[config.mk]
export PLATFORM = sky130hd
export DESIGN_NAME = repeater_channel_config_regs
export DESIGN_NICKNAME = d
export VERILOG_FILES = /design/src/repeater_cfg_pkg.sv /design/src/repeater_channel_config_regs.sv /design/src/receiver_presence_seq.sv
export SDC_FILE = /design/constraint.sdc
export NUM_CORES = 1
export LEC_CHECK = 0
export BUFFER_PORTS_ARGS = -buffer_cell sky130_fd_sc_hd__buf_2
export CAP_MARGIN = 20
export CORE_ASPECT_RATIO = 1.25
export CORE_MARGIN = 3
export CORE_UTILIZATION = 55
export DETAILED_ROUTE_END_ITERATION = 12
export PLACE_DENSITY_LB_ADDON = 0.2
export SLEW_MARGIN = 30
export SYNTH_ARGS = -nofsm -noshare
export SYNTH_HDL_FRONTEND = slang
export SYNTH_SLANG_ARGS = --single-unit
[constraint.sdc]
create_clock -name clk_i -period 3.4 [get_ports clk_i]
set_input_delay 0.68 -clock clk_i [delete_from_list [all_inputs] [get_ports clk_i]]
set_output_delay 0.68 -clock clk_i [all_outputs]
set_load 0.1 [all_outputs]
[src/repeater_cfg_pkg.sv]
// repeater_cfg_pkg: offsets, field positions, reset values, timing
// assumes a 20 MHz core clock and an 8-bit management register port
package repeater_cfg_pkg;

  // register offsets
  localparam logic [7:0] ADDR_OVERRIDE      = 8'h08;
  localparam logic [7:0] ADDR_CH4_THRESH    = 8'h2F;
  localparam logic [7:0] ADDR_SPARE_A       = 8'h30;
  localparam logic [7:0] ADDR_SPARE_B       = 8'h31;
  localparam logic [7:0] ADDR_CH5_TERM      = 8'h32;
  localparam logic [7:0] ADDR_CH5_EQ        = 8'h33;
  localparam logic [7:0] ADDR_CH5_SWING     = 8'h34;
  localparam logic [7:0] ADDR_CH5_STATUS    = 8'h3F;

  // field positions
  localparam int OVR_THRESH_BIT  = 6;
  localparam int OVR_TERM_BIT    = 3;
  localparam int ASSERT_HI       = 3;
  localparam int ASSERT_LO       = 2;
  localparam int DEASSERT_HI     = 1;
  localparam int DEASSERT_LO     = 0;
  localparam int TERM_HI         = 3;
  localparam int TERM_LO         = 2;
  localparam int TERM_STATUS_BIT = 7;
  localparam int PROTECT_BIT     = 7;
  localparam int SWING_RSV_HI    = 6;
  localparam int SWING_RSV_LO    = 3;
  localparam int SWING_HI        = 2;
  localparam int SWING_LO        = 0;

  // reset values
  localparam logic [7:0] RST_OVERRIDE = 8'h00;
  localparam logic [3:0] RST_THRESH   = 4'h0;
  localparam logic [7:0] RST_SPARE    = 8'h00;
  localparam logic [1:0] RST_TERM     = 2'h0;
  localparam logic [7:0] RST_EQ       = 8'h2F;
  localparam logic [7:0] RST_SWING    = 8'hAD;
  localparam logic [7:0] READ_ZERO    = 8'h00;

  // receiver-detect modes
  localparam logic [1:0] TERM_MODE_HIZ     = 2'h0;
  localparam logic [1:0] TERM_MODE_ONCE    = 2'h1;
  localparam logic [1:0] TERM_MODE_FOREVER = 2'h2;
  localparam logic [1:0] TERM_MODE_FIXED   = 2'h3;

  // timing
  localparam int          CLK_HZ               = 20_000_000;
  localparam int          DETECT_PERIOD_MS     = 12;
  localparam int          DETECT_WINDOW_MS     = 600;
  localparam int          DETECT_PERIOD_CYC    = CLK_HZ / 1000 * DETECT_PERIOD_MS;
  localparam logic [5:0]  DETECT_ATTEMPT_LIMIT = 6'(DETECT_WINDOW_MS / DETECT_PERIOD_MS);
  localparam logic [17:0] DETECT_SETTLE_CYC    = 18'h00008;
  localparam int          TIMER_W              = 18;
  localparam int          PIN_SYNC_W           = 7;

  typedef enum logic [2:0] {
    TS_HIZ     = 3'b000,
    TS_FIXED   = 3'b001,
    TS_TEST    = 3'b010,
    TS_WAIT    = 3'b011,
    TS_FOUND   = 3'b100,
    TS_GAVE_UP = 3'b101
  } term_state_t;

endpackage

[src/repeater_channel_config_regs.sv]
// repeater_channel_config_regs: channel 4 thresholds, channel 5
// termination, equalizer and output swing settings
// assumes a one-cycle strobe register port and asynchronous pin inputs
//
// Strobed register access is this design's own decision.
`timescale 1ns/1ps
module repeater_channel_config_regs
  import repeater_cfg_pkg::*;
#(
  parameter int DETECT_PERIOD_CYCLES = DETECT_PERIOD_CYC
) (
  // clock and reset
  input  wire logic       clk_i,
  input  wire logic       rst_n_i,
  // register port
  input  wire logic [7:0] addr_i,
  input  wire logic [7:0] wdata_i,
  input  wire logic       wr_i,
  input  wire logic       rd_i,
  output logic      [7:0] rdata_o,
  // strap pins, asynchronous
  input  wire logic [1:0] assert_thresh_pin_i,
  input  wire logic [1:0] deassert_thresh_pin_i,
  input  wire logic [1:0] presence_mode_pin_i,
  // channel 5 analog detect result, asynchronous
  input  wire logic       channel5_output_found_i,
  // channel 4 signal-detect settings
  output logic      [1:0] assert_thresh_sel_o,
  output logic      [1:0] deassert_thresh_sel_o,
  // channel 5 input termination and detect test
  output logic            channel5_input_terminated_o,
  output logic            channel5_output_test_o,
  // channel 5 equalizer and driver
  output logic      [7:0] channel5_equalizer_level_o,
  output logic            channel5_short_protect_en_o,
  output logic      [2:0] channel5_output_swing_o
);

  ////////////////////////////////////////////////////////////////////////
  // pin synchronisers
  logic [PIN_SYNC_W-1:0] pin_raw;
  logic [PIN_SYNC_W-1:0] pin_s1;
  logic [PIN_SYNC_W-1:0] pin_s2;
  logic [PIN_SYNC_W-1:0] pin_s3;
  logic [PIN_SYNC_W-1:0] pin_stable;

  assign pin_raw = {channel5_output_found_i,
                    presence_mode_pin_i,
                    deassert_thresh_pin_i,
                    assert_thresh_pin_i};

  genvar gi;
  generate
    for (gi = 0; gi < PIN_SYNC_W; gi++) begin : g_pin_sync
      always_ff @(posedge clk_i or negedge rst_n_i) begin
        if (!rst_n_i) begin
          pin_s1[gi] <= 1'b0;
          pin_s2[gi] <= 1'b0;
          pin_s3[gi] <= 1'b0;
        end else begin
          pin_s1[gi] <= pin_raw[gi];
          pin_s2[gi] <= pin_s1[gi];
          pin_s3[gi] <= pin_s2[gi];
        end
      end

      // a change counts once stages two and three agree
      always_ff @(posedge clk_i or negedge rst_n_i) begin
        if (!rst_n_i) begin
          pin_stable[gi] <= 1'b0;
        end else if (pin_s2[gi] == pin_s3[gi]) begin
          pin_stable[gi] <= pin_s3[gi];
        end
      end
    end
  endgenerate

  logic [1:0] assert_pin;
  logic [1:0] deassert_pin;
  logic [1:0] mode_pin;
  logic       found_sync;

  assign assert_pin   = pin_stable[1:0];
  assign deassert_pin = pin_stable[3:2];
  assign mode_pin     = pin_stable[5:4];
  assign found_sync   = pin_stable[6];

  ////////////////////////////////////////////////////////////////////////
  // write decode
  logic wr_override;
  logic wr_thresh;
  logic wr_spare_a;
  logic wr_spare_b;
  logic wr_term;
  logic wr_eq;
  logic wr_swing;

  assign wr_override = wr_i && (addr_i == ADDR_OVERRIDE);
  assign wr_thresh   = wr_i && (addr_i == ADDR_CH4_THRESH);
  assign wr_spare_a  = wr_i && (addr_i == ADDR_SPARE_A);
  assign wr_spare_b  = wr_i && (addr_i == ADDR_SPARE_B);
  assign wr_term     = wr_i && (addr_i == ADDR_CH5_TERM);
  assign wr_eq       = wr_i && (addr_i == ADDR_CH5_EQ);
  assign wr_swing    = wr_i && (addr_i == ADDR_CH5_SWING);

  ////////////////////////////////////////////////////////////////////////
  // register storage
  logic       ovr_thresh;
  logic       ovr_term;
  logic [3:0] ch4_detect_thresholds;
  logic [7:0] spare_config_a;
  logic [7:0] spare_config_b;
  logic [1:0] ch5_termination_detect;
  logic [7:0] ch5_equalizer_level;
  logic [7:0] ch5_output_swing;

  always_ff @(posedge clk_i or negedge rst_n_i) begin
    if (!rst_n_i) begin
      ovr_thresh <= RST_OVERRIDE[OVR_THRESH_BIT];
      ovr_term   <= RST_OVERRIDE[OVR_TERM_BIT];
    end else if (wr_override) begin
      ovr_thresh <= wdata_i[OVR_THRESH_BIT];
      ovr_term   <= wdata_i[OVR_TERM_BIT];
    end
  end

  // reserved bits 7:4 are not stored
  always_ff @(posedge clk_i or negedge rst_n_i) begin
    if (!rst_n_i) begin
      ch4_detect_thresholds <= RST_THRESH;
    end else if (wr_thresh) begin
      ch4_detect_thresholds <= wdata_i[ASSERT_HI:DEASSERT_LO];
    end
  end

  always_ff @(posedge clk_i or negedge rst_n_i) begin
    if (!rst_n_i) begin
      spare_config_a <= RST_SPARE;
      spare_config_b <= RST_SPARE;
    end else begin
      if (wr_spare_a) begin
        spare_config_a <= wdata_i;
      end
      if (wr_spare_b) begin
        spare_config_b <= wdata_i;
      end
    end
  end

  always_ff @(posedge clk_i or negedge rst_n_i) begin
    if (!rst_n_i) begin
      ch5_termination_detect <= RST_TERM;
    end else if (wr_term) begin
      ch5_termination_detect <= wdata_i[TERM_HI:TERM_LO];
    end
  end

  always_ff @(posedge clk_i or negedge rst_n_i) begin
    if (!rst_n_i) begin
      ch5_equalizer_level <= RST_EQ;
    end else if (wr_eq) begin
      ch5_equalizer_level <= wdata_i;
    end
  end

  // bits 6:3 stored as written, software keeps them at 0101
  always_ff @(posedge clk_i or negedge rst_n_i) begin
    if (!rst_n_i) begin
      ch5_output_swing <= RST_SWING;
    end else if (wr_swing) begin
      ch5_output_swing <= wdata_i;
    end
  end

  ////////////////////////////////////////////////////////////////////////
  // source selection between register and pins
  logic [1:0] eff_assert;
  logic [1:0] eff_deassert;
  logic [1:0] eff_term_mode;

  assign eff_assert    = ovr_thresh ? ch4_detect_thresholds[ASSERT_HI:ASSERT_LO]
                                    : assert_pin;
  assign eff_deassert  = ovr_thresh ? ch4_detect_thresholds[DEASSERT_HI:DEASSERT_LO]
                                    : deassert_pin;
  assign eff_term_mode = ovr_term ? ch5_termination_detect : mode_pin;

  ////////////////////////////////////////////////////////////////////////
  // receiver presence sequencing
  logic        seq_terminated;
  logic        seq_test;
  term_state_t seq_state;
  logic [5:0]  seq_attempts;

  receiver_presence_seq #(
    .DETECT_PERIOD_CYCLES (DETECT_PERIOD_CYCLES)
  ) u_presence_seq (
    .clk_i        (clk_i),
    .rst_n_i      (rst_n_i),
    .mode_i       (eff_term_mode),
    .found_i      (found_sync),
    .test_o       (seq_test),
    .terminated_o (seq_terminated),
    .state_o      (seq_state),
    .attempts_o   (seq_attempts)
  );

  ////////////////////////////////////////////////////////////////////////
  // registered setting outputs
  always_ff @(posedge clk_i or negedge rst_n_i) begin
    if (!rst_n_i) begin
      assert_thresh_sel_o   <= RST_THRESH[ASSERT_HI:ASSERT_LO];
      deassert_thresh_sel_o <= RST_THRESH[DEASSERT_HI:DEASSERT_LO];
    end else begin
      assert_thresh_sel_o   <= eff_assert;
      deassert_thresh_sel_o <= eff_deassert;
    end
  end

  always_ff @(posedge clk_i or negedge rst_n_i) begin
    if (!rst_n_i) begin
      channel5_input_terminated_o <= 1'b0;
      channel5_output_test_o      <= 1'b0;
    end else begin
      channel5_input_terminated_o <= seq_terminated;
      channel5_output_test_o      <= seq_test;
    end
  end

  always_ff @(posedge clk_i or negedge rst_n_i) begin
    if (!rst_n_i) begin
      channel5_equalizer_level_o  <= RST_EQ;
      channel5_short_protect_en_o <= RST_SWING[PROTECT_BIT];
      channel5_output_swing_o     <= RST_SWING[SWING_HI:SWING_LO];
    end else begin
      channel5_equalizer_level_o  <= ch5_equalizer_level;
      channel5_short_protect_en_o <= ch5_output_swing[PROTECT_BIT];
      channel5_output_swing_o     <= ch5_output_swing[SWING_HI:SWING_LO];
    end
  end

  ////////////////////////////////////////////////////////////////////////
  // read path, data one cycle after the strobe
  logic [7:0] rd_override;
  logic [7:0] rd_thresh;
  logic [7:0] rd_term;
  logic [7:0] rd_status;
  logic [7:0] next_rdata;

  always_comb begin
    rd_override                 = READ_ZERO;
    rd_override[OVR_THRESH_BIT] = ovr_thresh;
    rd_override[OVR_TERM_BIT]   = ovr_term;
    rd_thresh                   = READ_ZERO;
    rd_thresh[ASSERT_HI:DEASSERT_LO] = ch4_detect_thresholds;
    rd_term                     = READ_ZERO;
    rd_term[TERM_HI:TERM_LO]    = ch5_termination_detect;
    rd_term[TERM_STATUS_BIT]    = seq_terminated;
    rd_status                   = {seq_state[1:0], seq_attempts};
  end

  always_comb begin
    if (addr_i == ADDR_OVERRIDE) begin
      next_rdata = rd_override;
    end else if (addr_i == ADDR_CH4_THRESH) begin
      next_rdata = rd_thresh;
    end else if (addr_i == ADDR_SPARE_A) begin
      next_rdata = spare_config_a;
    end else if (addr_i == ADDR_SPARE_B) begin
      next_rdata = spare_config_b;
    end else if (addr_i == ADDR_CH5_TERM) begin
      next_rdata = rd_term;
    end else if (addr_i == ADDR_CH5_EQ) begin
      next_rdata = ch5_equalizer_level;
    end else if (addr_i == ADDR_CH5_SWING) begin
      next_rdata = ch5_output_swing;
    end else if (addr_i == ADDR_CH5_STATUS) begin
      next_rdata = rd_status;
    end else begin
      next_rdata = READ_ZERO;
    end
  end

  // read data stands only in the cycle after the read strobe
  always_ff @(posedge clk_i or negedge rst_n_i) begin
    if (!rst_n_i) begin
      rdata_o <= READ_ZERO;
    end else if (rd_i) begin
      rdata_o <= next_rdata;
    end else begin
      rdata_o <= READ_ZERO;
    end
  end

endmodule // repeater_channel_config_regs

[src/receiver_presence_seq.sv]
// receiver_presence_seq: termination state and periodic detect tests
// assumes found_i is already synchronised to clk_i
`timescale 1ns/1ps
module receiver_presence_seq
  import repeater_cfg_pkg::*;
#(
  parameter int DETECT_PERIOD_CYCLES = DETECT_PERIOD_CYC
) (
  // clock and reset
  input  wire logic        clk_i,
  input  wire logic        rst_n_i,
  // control
  input  wire logic [1:0]  mode_i,
  input  wire logic        found_i,
  // results
  output logic             test_o,
  output logic             terminated_o,
  output term_state_t      state_o,
  output logic [5:0]       attempts_o
);

  localparam logic [TIMER_W-1:0] PERIOD_LAST = TIMER_W'(DETECT_PERIOD_CYCLES - 1);

  term_state_t        state;
  term_state_t        next_state;
  logic [1:0]         mode_q;
  logic [TIMER_W-1:0] timer;
  logic [5:0]         attempts;
  logic               restart;
  logic               decide;
  logic               period_end;
  logic               limit_hit;

  assign restart    = (mode_i != mode_q);
  assign decide     = (state == TS_TEST) && (timer == DETECT_SETTLE_CYC - 18'h00001);
  assign period_end = (timer == PERIOD_LAST);
  assign limit_hit  = (mode_q == TERM_MODE_ONCE) && (attempts + 6'h01 == DETECT_ATTEMPT_LIMIT);

  ////////////////////////////////////////////////////////////////////////
  always_comb begin
    next_state = state;
    if (restart) begin
      case (mode_i)
        TERM_MODE_HIZ:   next_state = TS_HIZ;
        TERM_MODE_FIXED: next_state = TS_FIXED;
        default:         next_state = TS_TEST;
      endcase
    end else begin
      case (state)
        TS_TEST: begin
          if (decide && found_i) begin
            next_state = TS_FOUND;
          end else if (decide && limit_hit) begin
            next_state = TS_GAVE_UP;
          end else if (decide) begin
            next_state = TS_WAIT;
          end
        end
        TS_WAIT: begin
          if (period_end) begin
            next_state = TS_TEST;
          end
        end
        default: next_state = state;
      endcase
    end
  end

  ////////////////////////////////////////////////////////////////////////
  always_ff @(posedge clk_i or negedge rst_n_i) begin
    if (!rst_n_i) begin
      state  <= TS_HIZ;
      mode_q <= TERM_MODE_HIZ;
    end else begin
      state  <= next_state;
      mode_q <= mode_i;
    end
  end

  // one period spans a test plus its wait
  always_ff @(posedge clk_i or negedge rst_n_i) begin
    if (!rst_n_i) begin
      timer <= '0;
    end else if (restart || period_end || (next_state != TS_TEST && next_state != TS_WAIT)) begin
      timer <= '0;
    end else begin
      timer <= timer + 18'h00001;
    end
  end

  always_ff @(posedge clk_i or negedge rst_n_i) begin
    if (!rst_n_i) begin
      attempts <= '0;
    end else if (restart) begin
      attempts <= '0;
    end else if (decide) begin
      attempts <= attempts + 6'h01;
    end
  end

  assign test_o       = (state == TS_TEST) && (timer == '0) && !restart;
  assign terminated_o = (state == TS_FIXED) || (state == TS_FOUND);
  assign state_o      = state;
  assign attempts_o   = attempts;

endmodule // receiver_presence_seq

==> results.sh <==
export IMPL_synthAdderAreaFrac_pct=2.53
export IMPL_layout_commonest_cell="dfrtp_1"
export IMPL_drtAntennaViolNets=0
export IMPL_root_buffer="clkbuf_16"
export IMPL_timing_setup_tns_ns=0
export IMPL_post_route_util_pct=67.7
export IMPL_hold_viol=0
export IMPL_synthFlopType="dfrtp_1"
export IMPL_slew_headroom_pct=53.8
export IMPL_synth_edf_count=0
export IMPL_vias=3457
export IMPL_ys_ff_latch=123
export IMPL_diodes=0
export IMPL_port_buffers=52
export IMPL_crit_end="ch4_detect_thresholds[1]"
export IMPL_muxShareOfSynthArea_pct=11.1
export IMPL_clk_path_buf_depth=2
export IMPL_cts_tree="done"
export IMPL_yosys_warnings=0
export IMPL_min_path_type="in -> async"
export IMPL_yosys_area_share_xor_xnor_pct=4.17
export IMPL_grt_pass1_vias=3583
export IMPL_gp_congestion=0.910
export IMPL_seq_area_frac_synth_pct=59.1
export IMPL_r2r_start="u_presence_seq.timer[5]"
export IMPL_nFillCells=703
export IMPL_worstMarginPinSlew_ns=0.693
export IMPL_syn_area_per_cell_um2=12.6
export IMPL_syn_to_final_growth_pct=19.0
export IMPL_instances_no_fill=615
export IMPL_h_tree_depth=4
export IMPL_rrSetupSlack_ns=1.32
export IMPL_dpl_cell_count=583
export IMPL_io_pins=53
export IMPL_gr_usage_all_layers_pct=22.2
export IMPL_core_area_um2=9220
export IMPL_die_w_um=93.4
export IMPL_drt_total_wl_um=10800
export IMPL_cts_sinks=123
export IMPL_drc=0
export IMPL_rr_worst_depth=6
export IMPL_avgViaCountPerCell=5.62
export IMPL_nets=511
export IMPL_rows=39
export IMPL_setup_violations=0
export IMPL_arrival_ns=2.38
export IMPL_async_flop_share_pct=100
export IMPL_hpwl_um=7460
export IMPL_clk_latency_ns=0.42
export IMPL_startpoint="addr_i[1]"
export IMPL_power_total_mw=3.74
export IMPL_antenna_found_initial=0
export IMPL_synth_simple_area_share_pct=15.0
export IMPL_layout_common_cells="dfrtp_1 (105), buf_2 (51), mux2_2 (49), nor2_1 (24), nand2_1 (19)"
export IMPL_grt_max_degree=56
export IMPL_die_area_um2=10800
export IMPL_peakVddDrop_mv=0.372
export IMPL_syn_area_um2=5250
export IMPL_cts_made_buffers=17
export IMPL_clk_pin_slew_worst_paths_ns=0.05
export IMPL_cts_resized=0
export IMPL_cp_required_ns=3.70
export IMPL_synth_nets=447
export IMPL_status="finished, final reports clean"
export IMPL_grt_pass1_wl_um=17900
export IMPL_synth_top_family_by_area="simple AND/OR/NAND/NOR gates"
export IMPL_start_util_pct=56.9
export IMPL_critPathKind="in -> reg"
export IMPL_period_needed_ns=2.08
export IMPL_cts_setup_buffers=0
export IMPL_clock_skew_final_ns=0.00865
export IMPL_die_y_um=115
export IMPL_cp_end_kind="flip-flop"
export IMPL_p_leak_nw=2.80
export IMPL_drt_iter0_markers=224
export IMPL_drive_gt1_share_pct=36.0
export IMPL_ys_types=54
export IMPL_rsz0062_at_grt="no"
export IMPL_wl_per_cell_um=17.6
export IMPL_timing_rr_end="u_presence_seq.timer[7]"
export IMPL_synth_compound_area_share_pct=5.91
export IMPL_drv_slew=0
export IMPL_first_pass_iters=4
export IMPL_period_share_pct=61.2
export IMPL_synthCells=415
export IMPL_cts_hold_buf=0
export IMPL_max_freq_mhz=480
export IMPL_crit_fanout=24
export IMPL_critPathLaunchType="input pin"
export IMPL_power_density_nw_per_um2=599
export IMPL_gr_total_overflow=0
export IMPL_drv_cap=0
cells by family after synthesis:
family / count (synthesis)
adders and majority gates: 12
DFF: 123
buffers and inverters: 26
AOI/OAI and AO/OA: 46
and+or+nand+nor: 131
muxes: 52
xor gates and xnor gates: 25
area by class of cell:
class | count | area (µm²) | share of cell area, %
sequential | 123 | 3100 | 49.7
multi-input combinational | 266 | 2030 | 32.6
clock buffer | 19 | 453 | 7.26
timing repair buffer | 58 | 308 | 4.93
tap | 123 | 154 | 2.47
clock inverter | 13 | 145 | 2.33
inverter | 13 | 48.8 | 0.782
critical path: stages:
cell,delay (ns)
buf_2,0.38
nand4_1,0.25
nor4b_2,0.53
nand2_1,0.22
mux2_2,0.32
state kept, by name, indices dropped and copies added (netlist names), 2 cells and up:
name,count
u_presence_seq.timer,18
ch5_equalizer_level,8
ch5_output_swing,8
channel5_equalizer_level_o,8
rdata_o,8
spare_config_a,8
spare_config_b,8
pin_s1,7
pin_s2,7
pin_s3,7
u_presence_seq.attempts_o,6
ch4_detect_thresholds,4
channel5_output_swing_o,3
u_presence_seq.state_o,3
assert_pin,2
assert_thresh_sel_o,2
ch5_termination_detect,2
deassert_pin,2
deassert_thresh_sel_o,2
mode_pin,2
u_presence_seq.mode_q,2
worst min-delay path by stage:
| stage | endpoint |
|---|---|
| CTS | channel5_equalizer_level_o[4] |
| global placement | pin_s2[4] |
| detailed placement | pin_s2[1] |
| finish | channel5_equalizer_level_o[4] |
| global route | channel5_equalizer_level_o[4] |
| floorplan | pin_s2[0] |
routing by layer:
metal | GRT usage (%) | share of wire (%) | up-vias
met1 | 26.7 | 41 | 1747
met3 | 6.02 | 3.7 | 13
met4 | 9.38 | 1.6 | 0
li1 | - | - | 1622
met5 | 0 | 0 | -
met2 | 37.7 | 53 | 75
power breakdown:
part / internal, mW / total, mW / switching (mW)
Clock: 1.12 / 1.77 / 0.647
Combinational: 0.0948 / 0.376 / 0.281
Sequential: 1.55 / 1.60 / 0.0502
Total: 2.76 / 3.74 / 0.979
synthesized netlist by cell type (2+ instances only):
| library cell | instances | share of area [%] |
|---|---|---|
| a22oi_1 | 12 | 1.7 |
| nor3_1 | 17 | 1.6 |
| o211ai_1 | 3 | 0.43 |
| nor3_4 | 2 | 0.62 |
| maj3_1 | 7 | 1.3 |
| clkbuf_1 | 7 | 0.50 |
| o22ai_1 | 5 | 0.60 |
| a21oi_1 | 5 | 0.48 |
| nand2b_1 | 5 | 0.60 |
| o22a_1 | 2 | 0.33 |
| nor2_1 | 24 | 1.7 |
| buf_2 | 3 | 0.29 |
| mux2_2 | 49 | 11 |
| inv_1 | 13 | 0.93 |
| nand3_1 | 11 | 1.0 |
| o21ai_0 | 5 | 0.48 |
| nand4_1 | 9 | 1.1 |
| ha_1 | 5 | 1.2 |
| nor4_1 | 4 | 0.48 |
| or3_1 | 2 | 0.24 |
| and2_1 | 3 | 0.36 |
| and3_1 | 9 | 1.1 |
| mux2i_1 | 2 | 0.38 |
| a211oi_1 | 4 | 0.57 |
| nor3_2 | 11 | 2.1 |
| a31oi_1 | 5 | 0.60 |
| buf_1 | 2 | 0.14 |
| dfstp_2 | 18 | 9.0 |
| xor2_1 | 10 | 1.7 |
| nand2_1 | 19 | 1.4 |
| xnor2_1 | 15 | 2.5 |
| dfrtp_1 | 105 | 50 |
stage by stage:
| step | hold WS, ns | area (µm²) | setup slack [ns] |
|---|---|---|---|
| final | 0.299 | 6240 | 1.32 |
| after global routing | 0.343 | 6240 | 1.17 |
| after CTS | 0.324 | 6240 | 1.30 |
| after detailed placement | 0.335 | 5640 | 0.913 |
| after global placement | 0.332 | 5640 | 1.00 |
| after floorplan | 0.331 | 5250 | 1.27 |
(Power assumes the default switching activity.)
